[src/flash_defs.svh]
// opcodes, register bit positions, reset values and sizes of the flash front end
`ifndef FLASH_DEFS_SVH
`define FLASH_DEFS_SVH

// command opcodes
`define OP_WRITE_ENABLE       8'h06
`define OP_WRITE_STATUS       8'h01
`define OP_READ_STATUS        8'h05
`define OP_READ_CONFIG        8'h35
`define OP_LOCK_PROTECTION    8'h8D
`define OP_PROGRAM_SECURE_ID  8'hA5
`define OP_LOCK_SECURE_ID     8'h85
`define OP_ENTER_QUAD         8'h38
`define OP_EXIT_QUAD          8'hFF
`define OP_RESET_ENABLE       8'h66
`define OP_RESET_GO           8'h99

// status byte bit positions
`define ST_BUSY               0
`define ST_WEL                1
`define ST_PLVL_LSB           2
`define ST_PLVL_MSB           3
`define ST_PLOCK              7

// config byte bit positions
`define CF_QIO                1
`define CF_VLOCK              3
`define CF_PIN_PROT           7

// reset values
`define PLVL_RST              2'h3
`define PINS_IDLE             8'hFF

// frame bit counts
`define BITS_BYTE             5'h08
`define BITS_ADDR             5'h18

// security id area, in bytes
`define SID_BYTES             24'h000800
`define SID_FACTORY_BYTES     24'h000010

`endif

[src/flash_pkg.sv]
// types shared by the flash front end
package flash_pkg;

  typedef enum logic [4:0] {
    PH_CMD  = 5'h01,
    PH_ADDR = 5'h02,
    PH_DATA = 5'h04,
    PH_READ = 5'h08,
    PH_SKIP = 5'h10
  } phase_e;

  typedef struct packed {
    logic       sck;
    logic       cs_n;
    logic       pause_n;
    logic       write_protect_n;
    logic [3:0] dq;
  } pins_s;

  typedef struct packed {
    phase_e      phase;
    logic [7:0]  shift;
    logic [4:0]  nbits;
    logic [7:0]  opcode;
    logic [23:0] addr;
    logic [15:0] wdata;
    logic [1:0]  wbytes;
    logic [7:0]  rdata;
    logic        sck_prev;
    logic        cs_prev;
    logic        paused;
    logic        out_on;
    logic        loaded;
    logic        quad;
    logic        wel;
    logic        busy;
    logic [1:0]  plvl;
    logic        plock;
    logic        qio;
    logic        vlock;
    logic        pin_prot;
    logic        sid_lock;
    logic        rst_armed;
    logic [3:0]  dq_out;
    logic [3:0]  dq_oe;
    logic        wr_start;
    logic        pin_prot_wr;
    logic        sid_lock_wr;
    logic        sid_prog;
    logic [10:0] sid_addr;
    logic [7:0]  sid_data;
  } state_s;

endpackage : flash_pkg

[src/pin_sync.sv]
// two-flop synchroniser for the serial link pins
`timescale 1ns/100ps
module pin_sync #(
  parameter int         WIDTH   = 8,
  parameter [WIDTH-1:0] RST_VAL = '1
) (
  // clock and reset
  input  wire logic             clk,
  input  wire logic             rst_n,
  // pins in, synchronised out
  input  wire logic [WIDTH-1:0] async_in,
  output logic      [WIDTH-1:0] sync_out
);
  logic [WIDTH-1:0] meta_reg;

  always_ff @(posedge clk or negedge rst_n) begin
    if (!rst_n) begin
      meta_reg <= RST_VAL;
      sync_out <= RST_VAL;
    end else begin
      meta_reg <= async_in;
      sync_out <= meta_reg;
    end
  end
endmodule : pin_sync

[src/protect_eval.sv]
// write-status and security id permission decisions
`timescale 1ns/100ps
`include "flash_defs.svh"
module protect_eval (
  // mode and lock state
  input  wire logic        quad,
  input  wire logic        qio,
  input  wire logic        pin_prot,
  input  wire logic        write_protect_n,
  input  wire logic        vlock,
  input  wire logic        plock,
  input  wire logic        sid_lock,
  input  wire logic [23:0] addr,
  // permissions
  output logic             bp_ok,
  output logic             cfg_ok,
  output logic             sid_ok
);
  // the pin is a data line in quad protocol and is overruled by the config bit
  function automatic logic pin_lock_of(input logic q, input logic c, input logic e,
                                       input logic wn);
    return !q && !c && e && !wn;                     // RULE_09 RULE_10 RULE_12
  endfunction : pin_lock_of

  always_comb begin
    bp_ok  = !vlock && !(pin_lock_of(quad, qio, pin_prot, write_protect_n) && plock); // RULE_15 RULE_14 RULE_25
    cfg_ok = !pin_lock_of(quad, qio, pin_prot, write_protect_n);                      // RULE_16 RULE_13
    sid_ok = !sid_lock && addr >= `SID_FACTORY_BYTES && addr < `SID_BYTES;            // RULE_17 RULE_18
  end
endmodule : protect_eval

[src/flash_front.sv]
// serial flash bus front end: protocol, pause and protection logic
// Operation
// RULE_01: power-up in single-line protocol, multi-I/O accepted
// RULE_02: a command switches to four-line protocol
// RULE_03: clock idle low or high both accepted
// RULE_04: sample on rising edge, drive after falling
// RULE_05: block protection set after power-on
// RULE_06: lock command sets volatile lock, freezing protection
// RULE_07: lock command needs preceding write enable
// RULE_08: volatile lock cleared only by reset; readable
// RULE_09: protect pin only in single/dual mode, config zero
// RULE_10: pin ignored while pin protect enable zero
// RULE_11: pin protect enable nonvolatile, default zero
// RULE_12: quad config bit one overrides pin and enable
// RULE_13: pin guards lock bit and config only
// RULE_14: lock bit gates level writes under pin lock
// RULE_15: level write refused by volatile lock or pin lock; code refuses under pin lock only while the lock bit is set
// RULE_16: config write refused exactly under pin lock
// RULE_17: factory id segment never user writable
// RULE_18: id lock command blocks later id writes
// RULE_19: erase never touches the id area
// RULE_20: pause disabled in four-line protocol
// RULE_21: pause starts and ends at clock low
// RULE_22: paused: output released, inputs ignored
// RULE_23: select high during pause resets logic
// RULE_24: quad config bit cleared by software reset
// RULE_25: lock bit makes level bits read-only; code does so only under pin lock
// RULE_26: refused write-status starts no internal write
`timescale 1ns/100ps
`include "flash_defs.svh"
module flash_front
  import flash_pkg::*;
(
  // clock and reset
  input  wire logic        clk,
  input  wire logic        rst_n,
  // serial link pins
  input  wire logic        serial_clk,
  input  wire logic        cs_n,
  input  wire logic        pause_n,
  input  wire logic        write_protect_n,
  input  wire logic [3:0]  quad_data_lines_in,
  output logic      [3:0]  quad_data_lines_out,
  output logic      [3:0]  quad_data_lines_oe,
  // nonvolatile store and array side
  input  wire logic        pin_protect_enable_nv,
  input  wire logic        sid_lock_nv,
  input  wire logic        array_busy,
  // state and requests
  output logic      [7:0]  status_byte,
  output logic      [7:0]  config_byte,
  output logic             quad_serial_protocol,
  output logic             paused,
  output logic             write_start,
  output logic             pin_protect_enable_wr,
  output logic             sid_lock_wr,
  output logic             sid_prog,
  output logic      [10:0] sid_addr,
  output logic      [7:0]  sid_data
);
  localparam state_s STATE_INIT = '{phase: PH_CMD, plvl: `PLVL_RST, sck_prev: 1'b1,
                                    cs_prev: 1'b1, default: '0};

  pins_s  pins;
  state_s state_reg;
  state_s state_next;
  logic   bp_ok;
  logic   cfg_ok;
  logic   sid_ok;
  logic   sck_rise;
  logic   sck_fall;
  logic   cs_rise;

  ////////////////////////////////////////////////////////////////////////////////
  pin_sync #(
    .WIDTH   (8),
    .RST_VAL (`PINS_IDLE)
  ) u_sync (
    .clk      (clk),
    .rst_n    (rst_n),
    .async_in ({serial_clk, cs_n, pause_n, write_protect_n, quad_data_lines_in}),
    .sync_out (pins)
  );

  protect_eval u_prot (
    .quad            (state_reg.quad),
    .qio             (state_reg.qio),
    .pin_prot        (state_reg.pin_prot),
    .write_protect_n (pins.write_protect_n),
    .vlock           (state_reg.vlock),
    .plock           (state_reg.plock),
    .sid_lock        (state_reg.sid_lock),
    .addr            (state_reg.addr),
    .bp_ok           (bp_ok),
    .cfg_ok          (cfg_ok),
    .sid_ok          (sid_ok)
  );

  ////////////////////////////////////////////////////////////////////////////////
  function automatic logic [7:0] status_of(input state_s s);
    logic [7:0] v;
    v = 8'h00;
    v[`ST_BUSY]     = s.busy;
    v[`ST_WEL]      = s.wel;
    v[`ST_PLVL_LSB] = s.plvl[0];
    v[`ST_PLVL_MSB] = s.plvl[1];
    v[`ST_PLOCK]    = s.plock;
    return v;
  endfunction : status_of

  function automatic logic [7:0] config_of(input state_s s);
    logic [7:0] v;
    v = 8'h00;
    v[`CF_QIO]      = s.qio;
    v[`CF_VLOCK]    = s.vlock;
    v[`CF_PIN_PROT] = s.pin_prot;
    return v;
  endfunction : config_of

  function automatic phase_e phase_of(input logic [7:0] op);
    case (op)
      `OP_WRITE_STATUS:      return PH_DATA;
      `OP_PROGRAM_SECURE_ID: return PH_ADDR;
      `OP_READ_STATUS:       return PH_READ;
      `OP_READ_CONFIG:       return PH_READ;
      default:               return PH_SKIP;
    endcase
  endfunction : phase_of

  // both clock idle levels work: only edges seen while selected matter
  assign sck_rise = pins.sck && !state_reg.sck_prev;   // RULE_03
  assign sck_fall = !pins.sck && state_reg.sck_prev;
  assign cs_rise  = pins.cs_n && !state_reg.cs_prev;

  ////////////////////////////////////////////////////////////////////////////////
  always_comb begin
    state_s     r;
    logic [7:0] byte_in;
    logic [4:0] step;
    logic [4:0] cnt;
    logic [3:0] mask;
    r          = state_reg;
    state_next = r;
    step       = r.quad ? 5'h04 : 5'h01;
    cnt        = r.nbits + step;
    byte_in    = r.quad ? {r.shift[3:0], pins.dq} : {r.shift[6:0], pins.dq[0]}; // RULE_02
    mask       = r.quad ? 4'hF : 4'h2;
    state_next.sck_prev    = pins.sck;
    state_next.cs_prev     = pins.cs_n;
    state_next.busy        = array_busy;
    state_next.wr_start    = 1'b0;
    state_next.pin_prot_wr = 1'b0;
    state_next.sid_lock_wr = 1'b0;
    state_next.sid_prog    = 1'b0;
    // nonvolatile bits are caught once, after reset release
    if (!r.loaded) begin
      state_next.loaded   = 1'b1;
      state_next.pin_prot = pin_protect_enable_nv;   // RULE_11
      state_next.sid_lock = sid_lock_nv;
    end
    // frame end: commands act on deselect, never if it ends a pause
    if (cs_rise && !r.paused) begin                  // RULE_23
      state_next.rst_armed = 1'b0;
      if (r.phase == PH_SKIP && r.nbits == 5'h00) begin
        case (r.opcode)
          `OP_WRITE_ENABLE: state_next.wel = 1'b1;
          `OP_LOCK_PROTECTION: begin
            if (r.wel) begin                         // RULE_07
              state_next.vlock = 1'b1;               // RULE_06
              state_next.wel   = 1'b0;
            end
          end
          `OP_LOCK_SECURE_ID: begin
            if (r.wel) begin
              state_next.sid_lock    = 1'b1;         // RULE_18
              state_next.sid_lock_wr = 1'b1;
              state_next.wel         = 1'b0;
            end
          end
          `OP_ENTER_QUAD:   state_next.quad = 1'b1;  // RULE_02
          `OP_EXIT_QUAD:    state_next.quad = 1'b0;
          `OP_RESET_ENABLE: state_next.rst_armed = 1'b1;
          `OP_RESET_GO: begin
            if (r.rst_armed) begin
              state_next.quad = 1'b0;
              state_next.qio  = 1'b0;                // RULE_24
              state_next.wel  = 1'b0;
            end
          end
          default: ;
        endcase
      end
      // the decision uses the pin level at frame end; a later pin change cannot
      // reach a write already started
      if (r.phase == PH_DATA && r.opcode == `OP_WRITE_STATUS && r.wbytes != 2'h0 &&
          r.nbits == 5'h00 && r.wel) begin           // RULE_13
        state_next.wel = 1'b0;
        if (bp_ok) begin
          state_next.plvl[0] = r.wdata[{r.wbytes[1], 3'h0} + `ST_PLVL_LSB];  // RULE_15 RULE_25
          state_next.plvl[1] = r.wdata[{r.wbytes[1], 3'h0} + `ST_PLVL_MSB];
        end
        if (cfg_ok) begin
          state_next.plock = r.wdata[{r.wbytes[1], 3'h0} + `ST_PLOCK];       // RULE_14
        end
        if (cfg_ok && r.wbytes[1]) begin             // RULE_16
          state_next.qio         = r.wdata[`CF_QIO];
          state_next.pin_prot    = r.wdata[`CF_PIN_PROT];
          state_next.pin_prot_wr = r.wdata[`CF_PIN_PROT] != r.pin_prot;
        end
        state_next.wr_start = bp_ok || cfg_ok;       // RULE_26
      end
      if (r.phase == PH_DATA && r.opcode == `OP_PROGRAM_SECURE_ID) begin
        state_next.wel = 1'b0;
      end
    end
    if (pins.cs_n) begin
      state_next.phase  = PH_CMD;
      state_next.nbits  = 5'h00;
      state_next.wbytes = 2'h0;
      state_next.paused = 1'b0;                      // RULE_23
      state_next.out_on = 1'b0;
    end else begin
      // pause changes only while the clock is low; the next level seen wins
      if (!r.quad && !pins.sck) begin                // RULE_20
        state_next.paused = !pins.pause_n;           // RULE_21
      end
      if (!r.paused && sck_rise) begin               // RULE_22 RULE_04
        state_next.shift = byte_in;
        state_next.nbits = cnt;
        unique case (r.phase)
          PH_CMD: begin
            if (cnt == `BITS_BYTE) begin
              state_next.opcode = byte_in;
              state_next.nbits  = 5'h00;
              state_next.phase  = phase_of(byte_in);
              state_next.addr   = 24'h000000;
              state_next.rdata  = (byte_in == `OP_READ_CONFIG) ? config_of(r) : status_of(r);
            end
          end
          PH_ADDR: begin
            state_next.addr = r.quad ? {r.addr[19:0], pins.dq} : {r.addr[22:0], pins.dq[0]};
            if (cnt == `BITS_ADDR) begin
              state_next.nbits = 5'h00;
              state_next.phase = PH_DATA;
            end
          end
          PH_DATA: begin
            if (cnt == `BITS_BYTE) begin
              state_next.nbits = 5'h00;
              if (r.opcode == `OP_WRITE_STATUS) begin
                state_next.wdata  = {r.wdata[7:0], byte_in};
                state_next.wbytes = (r.wbytes == 2'h2) ? 2'h2 : r.wbytes + 2'h1;
              end else begin
                // only the program path writes the id area; no erase reaches it
                state_next.sid_prog = r.wel && sid_ok;      // RULE_17 RULE_18 RULE_19
                state_next.sid_addr = r.addr[10:0];
                state_next.sid_data = byte_in;
                state_next.addr     = r.addr + 24'h000001;
              end
            end
          end
          PH_READ: state_next.nbits = 5'h00;
          PH_SKIP: state_next.nbits = 5'h01;
        endcase
      end
      // output changes after the falling edge; the byte repeats by rotation
      if (!r.paused && sck_fall && r.phase == PH_READ) begin // RULE_04
        state_next.out_on = 1'b1;
        state_next.dq_out = r.quad ? r.rdata[7:4] : {2'h0, r.rdata[7], 1'b0};
        state_next.rdata  = r.quad ? {r.rdata[3:0], r.rdata[7:4]} : {r.rdata[6:0], r.rdata[7]};
      end
    end
    mask = state_next.quad ? 4'hF : 4'h2;
    state_next.dq_oe = (state_next.out_on && !state_next.paused && !pins.cs_n) ? mask : 4'h0; // RULE_22
  end

  // power-on: single-line protocol, protection levels set, no volatile lock
  always_ff @(posedge clk or negedge rst_n) begin
    if (!rst_n) begin
      state_reg <= STATE_INIT;                       // RULE_01 RULE_05 RULE_08
    end else begin
      state_reg <= state_next;
    end
  end

  assign quad_data_lines_out   = state_reg.dq_out;
  assign quad_data_lines_oe    = state_reg.dq_oe;
  assign status_byte           = status_of(state_reg);
  assign config_byte           = config_of(state_reg);   // RULE_08
  assign quad_serial_protocol  = state_reg.quad;
  assign paused                = state_reg.paused;
  assign write_start           = state_reg.wr_start;
  assign pin_protect_enable_wr = state_reg.pin_prot_wr;
  assign sid_lock_wr           = state_reg.sid_lock_wr;
  assign sid_prog              = state_reg.sid_prog;
  assign sid_addr              = state_reg.sid_addr;
  assign sid_data              = state_reg.sid_data;
endmodule : flash_front

[config.mk]
export PLATFORM = sky130hd
export DESIGN_NAME = flash_front
export DESIGN_NICKNAME = d
export VERILOG_FILES = /design/src/flash_pkg.sv /design/src/pin_sync.sv /design/src/protect_eval.sv /design/src/flash_front.sv
export VERILOG_INCLUDE_DIRS = /design/src
export SDC_FILE = /design/constraint.sdc
export NUM_CORES = 1
export LEC_CHECK = 0
export ABC_AREA = 1
export BUFFER_PORTS_ARGS = -buffer_cell sky130_fd_sc_hd__buf_2
export CORE_UTILIZATION = 63
export CTS_BUF_LIST = sky130_fd_sc_hd__clkbuf_16
export DETAILED_ROUTE_END_ITERATION = 16
export GPL_TIMING_DRIVEN = 0
export PLACE_DENSITY_LB_ADDON = 0.3
export SLEW_MARGIN = 15
export SYNTH_ARGS = -nofsm -noshare
export SYNTH_HDL_FRONTEND = slang
export SYNTH_SLANG_ARGS = --single-unit
[constraint.sdc]
create_clock -name clk -period 8.6 [get_ports clk]
set_input_delay 0 -clock clk [delete_from_list [all_inputs] [get_ports clk]]
set_output_delay 0 -clock clk [all_outputs]
set_load 0.02 [all_outputs]
Word level (Yosys, flattened, before mapping):

Index checks and enable logic that the tools add are counted.

* input port bits: 13
* output and inout bits: 49
* memories kept: 0
* register bits: 139
* ROM bits: 0
* bits in writable memories: 0
* word-level logic and storage cells: 215
* bits in latches: 0

* bitwise gates (word level): 3
* add/subtract/negate cells: 6
* shift operators: 0
* divide/modulo/power cells: 0
* equal/unequal tests: 28
* multiplexer cells: 72
* $mul: 0
* reduce and logical (&&, ||, !) cells: 68
* $lt $le $gt $ge: 5

Operator list (number)
* $mux W20: 5
* $mux W76: 1
* $pmux W24 S3: 1
* $mux W8: 7
* $eq A8 B8 Y1 const B: 6
* $mux W24: 2
* $mux W42: 1
* $mux W37: 1
* $mux W18: 2
* $mux W5: 6
* $logic_and A1 B1 Y1: 25
* $pmux W5 S5: 1
* $add A24 B1 Y24 const B: 1
* $ge A24 B5 Y1 const B: 1
* $lt A24 B12 Y1 const B: 1
* $reduce_and A4 Y1: 6
* $mux W1: 22
* $mux W2: 10
* $eq A8 B1 Y1 const B: 2
* $eq A8 B3 Y1 const B: 2
* $eq A8 B6 Y1 const B: 2
* $reduce_bool A2 Y1: 8
* $lt A5 B5 Y1 const B: 3
* $pmux W5 S3: 1
* 32 further kinds: 65

Logic depth before layout (Yosys ltp):

* depth after elaboration: 10
* depth in mapped cells: 17
* depth with buffers taken out: 14

Hierarchy:

A second synthesis with hierarchy kept.

* cell total of the unflattened synthesis: 1015
* area, all modules: 7464.7 um2

By module, submodules not included
* flash_front: sequential area each 2783.9 um2, area an instance 6932.9 um2, instances 1, cells an instance 972
* pin_sync: sequential area each 420.4 um2, area an instance 420.4 um2, instances 1, cells an instance 16
* protect_eval: sequential area each 0.0 um2, area an instance 111.4 um2, instances 1, cells an instance 27

Worst setup path before layout:

Ideal clock, no wire load.

* path type: register to register
* start point: register state_reg, in the netlist quad_serial_protocol
* end point: register state_reg, in the netlist sid_data[6]
* setup slack: 5.676 ns
* stages on the path, launching flop included: 16
* data required time: 8.465 ns
* library setup time: 0.135 ns
* arrival time: 2.788 ns
* buffers on the path: 5
* clock period less this slack: 2.924 ns
* cell sequence: dfrtp_1 > buf_4 > buf_6 > clkinv_1 > clkbuf_1 > ha_1 > ha_1 > or2_2 > a21oi_2 > nand2_2 > nor2_4 > nand4_1 > buf_2 > buf_6 > nand2_1 > o21ai_1

* longest elaborated chain between the ends: 4
* elaborated cells between the ends (all ways): 5
* classes of those cells: add/sub (1); eq/ne (1); mux (2); reduce/logical (1)

RTL lines
* start: declaration: RTL line flash_front.sv:65 `state_s state_reg;`
* start signal: assignment: RTL line flash_front.sv:282 `state_reg <= state_next;`
* $mux W3: RTL line flash_front.sv:144 `step = r.quad ? 5'h04 : 5'h01;`
* $add A5 B3 Y5: RTL line flash_front.sv:145 `cnt = r.nbits + step;`
* $eq A5 B4 Y1 (no line)
* $reduce_and A5 Y1 (no line)

Several ways; a longest one is shown, not always the timed one.
A chain may end at the register's enable or synchronous reset.

Worst setup path after layout:

Same ends and word-level chain as after synthesis.

==> results.py <==
metrics = {
    "final_layout": {
        "fin_cells": 1199,
        "largest_reg_flops": 72,
        "num-nets-final": 1065,
        "layout-drive-gt1-share_pct": 17.19,
        "area_growth_pct": 15.82,
        "diodes": 0,
    },
    "synth": {
        "synth_common_cells": "292 x nand2_1, 106 x dfrtp_1, 93 x inv_1, 92 x o21ai_0, 66 x nor2_1",
        "async_reset_ff_share_pct": 100.0,
        "avgSynthCellArea_sq_um": 7.494,
        "synth-edff-count": 0,
        "synth_area_leaders": "dfrtp_1 37%, nand2_1 15%, dfstp_2 7.7%",
        "ys_warn_count": 0,
        "yosys.area.top_type": "dfrtp_1",
        "syn_area_sq_um": 7149,
        "synth_top_area_share_pct": 37.10,
        "ys_ff_latch": 127,
        "synth_flop_cell": "dfrtp_1",
        "yosysUniqueCellTypes": 47,
        "syn_inst": 954,
        "synth.most_common_cell": "nand2_1",
        "yosysSeqAreaShare_pct": 44.82,
    },
    "placement": {
        "dp.cells": 1155,
        "hpwl_um": 12970,
        "globalplace.congestion": 0.9958,
        "port_buffers": 53,
    },
    "floorplanning": {
        "fp.dieW_um": 108.5,
        "die_y_um": 108.5,
        "ios": 62,
        "num_rows": 38,
        "die-area_sq_um": 11780,
        "start_util_pct": 65.38,
        "core_area_sq_um": 10940,
    },
    "cts": {
        "h-tree-depth": 4,
        "cts_buffer_depth": 2,
        "postCtsResizedCells": 0,
        "tritoncts": "done",
        "clockRootBuffer": "clkbuf_16",
        "clkTransAtPathRegs_ns": 0.06,
        "cts_made_buffers": 17,
        "cts_hold_buf": 12,
        "cts_setup_buffers": 0,
        "worstSkewPairLatency_ns": 0.43,
        "cts_num_sinks": 127,
    },
    "critical_path": {
        "crit_chain": "buf_4 -> buf_6 -> clkinv_1 -> clkbuf_1 -> ha_1 -> ha_1 -> or2_2 -> a21oi_2 -> nand2_2 -> nor2_4 -> nand4_1 -> buf_2 -> buf_6 -> nand2_1 -> o21ai_1",
        "regToRegSetupSlack_ns": 4.97,
        "cp.required_ns": 8.89,
        "arrival_ns": 3.93,
        "setup.worst_path.end_class": "flop",
        "max_stage_delay_ns": 0.43,
        "startpoint_type": "flop",
        "regToRegStartpoint": "quad_serial_protocol$_DFF_PN0_",
        "crit_slowest_cell": "dfrtp_1",
        "critical-path-top-delay-family": "buffers and inverters",
        "reg2reg_to": "sid_data[6]$_DFFE_PN0P_",
        "worstPathMaxFanout": 10,
        "crit_type": "reg2reg",
        "cp_num_buf_inv": 6,
        "reg2reg_depth": 15,
    },
    "grt": {
        "antenna_found_initial": 0,
        "overflow": 0,
        "grt_pass1_vias": 6370,
        "grt_max_degree": 74,
        "grt_pass1_wl_um": 31000,
        "grtUsageTotal_pct": 34.89,
    },
    "timing": {
        "finalCritPeriodShare_pct": 42.26,
        "max_freq_mhz": 275.2,
        "max_slew_margin_pct": 56.64,
        "hold_viol": 0,
        "tightest_slew_ns": 0.6437,
        "slew_viol_final": 0,
        "setup_violations": 0,
        "fin_setup_tns_ns": 0,
        "min_period_ns": 3.634,
        "skew_ns": 0.006962,
        "rsz0062_at_grt": "false",
    },
    "routing": {
        "vias": 6784,
        "drt_iter0_markers": 825,
        "drtAntennaViolNets": 0,
        "avgViaCountPerCell": 5.658,
        "routedWlPerCell_um": 15.71,
        "remaining_drc_errors": 0,
        "drt_first_pass_iters": 5,
        "drt-total-wl_um": 18840,
    },
    "run_status": {
        "status": "finished, final reports clean",
    },
    "pwr": {
        "cellLeakagePower_nw": 4.000,
        "irDropWorstVdd_mv": 0.1705,
        "p_per_area_nw_per_um2": 162.6,
    },
    "run": {
        "drv_cap": 0,
    },
    "min_path": {
        "hold_path_class": "in2async",
    },
}
[kinds of logic after synthesis]
| group | Yosys count | share of synthesized area (%) |
|---|---|---|
| fa+ha+maj | 6 | 1.050 |
| flops | 127 | 44.82 |
| buf+inv | 173 | 12.08 |
| compound gates | 167 | 12.36 |
| other cells | 2 | 0.1050 |
| xor+xnor | 10 | 1.225 |
| simple gates | 468 | 28.23 |
| mux | 1 | 0.1400 |
[per-stage QoR]
| stage | worst slack, ns | area (sq um) | power (mW) | hold slack, ns | util (%) |
|---|---|---|---|---|---|
| floorplan | 5.676 | 7176 | 0.6868 | -0.2956 | - |
| global placement | 5.093 | 7616 | 0.7166 | 0.1052 | 69.65 |
| detailed placement | 5.052 | 7650 | 0.7211 | -0.01353 | 69.95 |
| CTS | 5.009 | 8280 | 1.349 | 0.1108 | 75.72 |
| global route | 4.760 | 8280 | 1.388 | 0.1641 | 75.72 |
| finish | 4.966 | 8280 | 1.347 | 0.08821 | 75.72 |
[power breakdown]
part / leakage, nW / total, mW / switching [mW] / internal, mW
combinational: 2.05 / 0.0930 / 0.0647 / 0.0283
clock: 0.263 / 0.628 / 0.269 / 0.359
sequential: 1.69 / 0.626 / 0.00958 / 0.616
[routing by layer]
metal / vias up / part of all wire (%) / track usage [%]
met4: 0 / 3.4 / 16.41
met5: - / 0 / 0
met1: 3198 / 41 / 45.00
li1: 3203 / - / -
met2: 325 / 47 / 55.61
met3: 58 / 8.6 / 8.198
[area by class of cell]
| class | count | area [sq um] |
|---|---|---|
| buffer | 74 | 488.0 |
| multi-input combinational | 661 | 3108 |
| timing repair buffer | 66 | 419.2 |
| clock inverter | 15 | 85.08 |
| inverter | 99 | 375.4 |
| sequential | 127 | 3204 |
| clock buffer | 17 | 425.4 |
| fill | 781 | 2655 |
| tap | 140 | 175.2 |
[worst max-delay path by stage]
| stage | slack (ns) | from | depth (start not counted) | endpoint |
|---|---|---|---|---|
| floorplan | 5.68 | quad_serial_protocol$_DFF_PN0_ | 15 | sid_data[6]$_DFFE_PN0P_ |
| global placement | 5.09 | quad_serial_protocol$_DFF_PN0_ | 14 | state_reg[103]$_DFFE_PN0P_ |
| detailed placement | 5.05 | quad_serial_protocol$_DFF_PN0_ | 15 | sid_data[6]$_DFFE_PN0P_ |
| CTS | 5.01 | quad_serial_protocol$_DFF_PN0_ | 15 | sid_data[6]$_DFFE_PN0P_ |
| global route | 4.76 | quad_serial_protocol$_DFF_PN0_ | 14 | state_reg[103]$_DFFE_PN0P_ |
| finish | 4.97 | quad_serial_protocol$_DFF_PN0_ | 15 | sid_data[6]$_DFFE_PN0P_ |
[layout by cell type, fill, tap and decap left out, types with 2 or more instances in the layout]
cell and count:
a21oi_1 34, xnor2_1 2, nor2_2 3, nor3_4 2
ha_1 6, inv_2 3, clkinv_2 7, nand4_1 12
xor2_1 8, nor4_1 3, nor2_1 66, buf_6 5
o211ai_1 4, nand2_1 292, conb_1 9, nand3_1 65
o21a_1 4, o22ai_1 6, a211oi_1 2, nand2_2 2
clkbuf_16 17, nor2_4 4, o21ai_0 92, buf_2 58
nand3_2 2, dfstp_2 21, clkinv_4 2, nand3b_1 2
inv_1 97, buf_4 46, clkbuf_1 17, nor3_1 9
dfrtp_1 106, o21ai_1 20, dlygate4sd3_1 12, clkinvlp_4 3
Note: power is estimated with default switching activity, not from simulation.
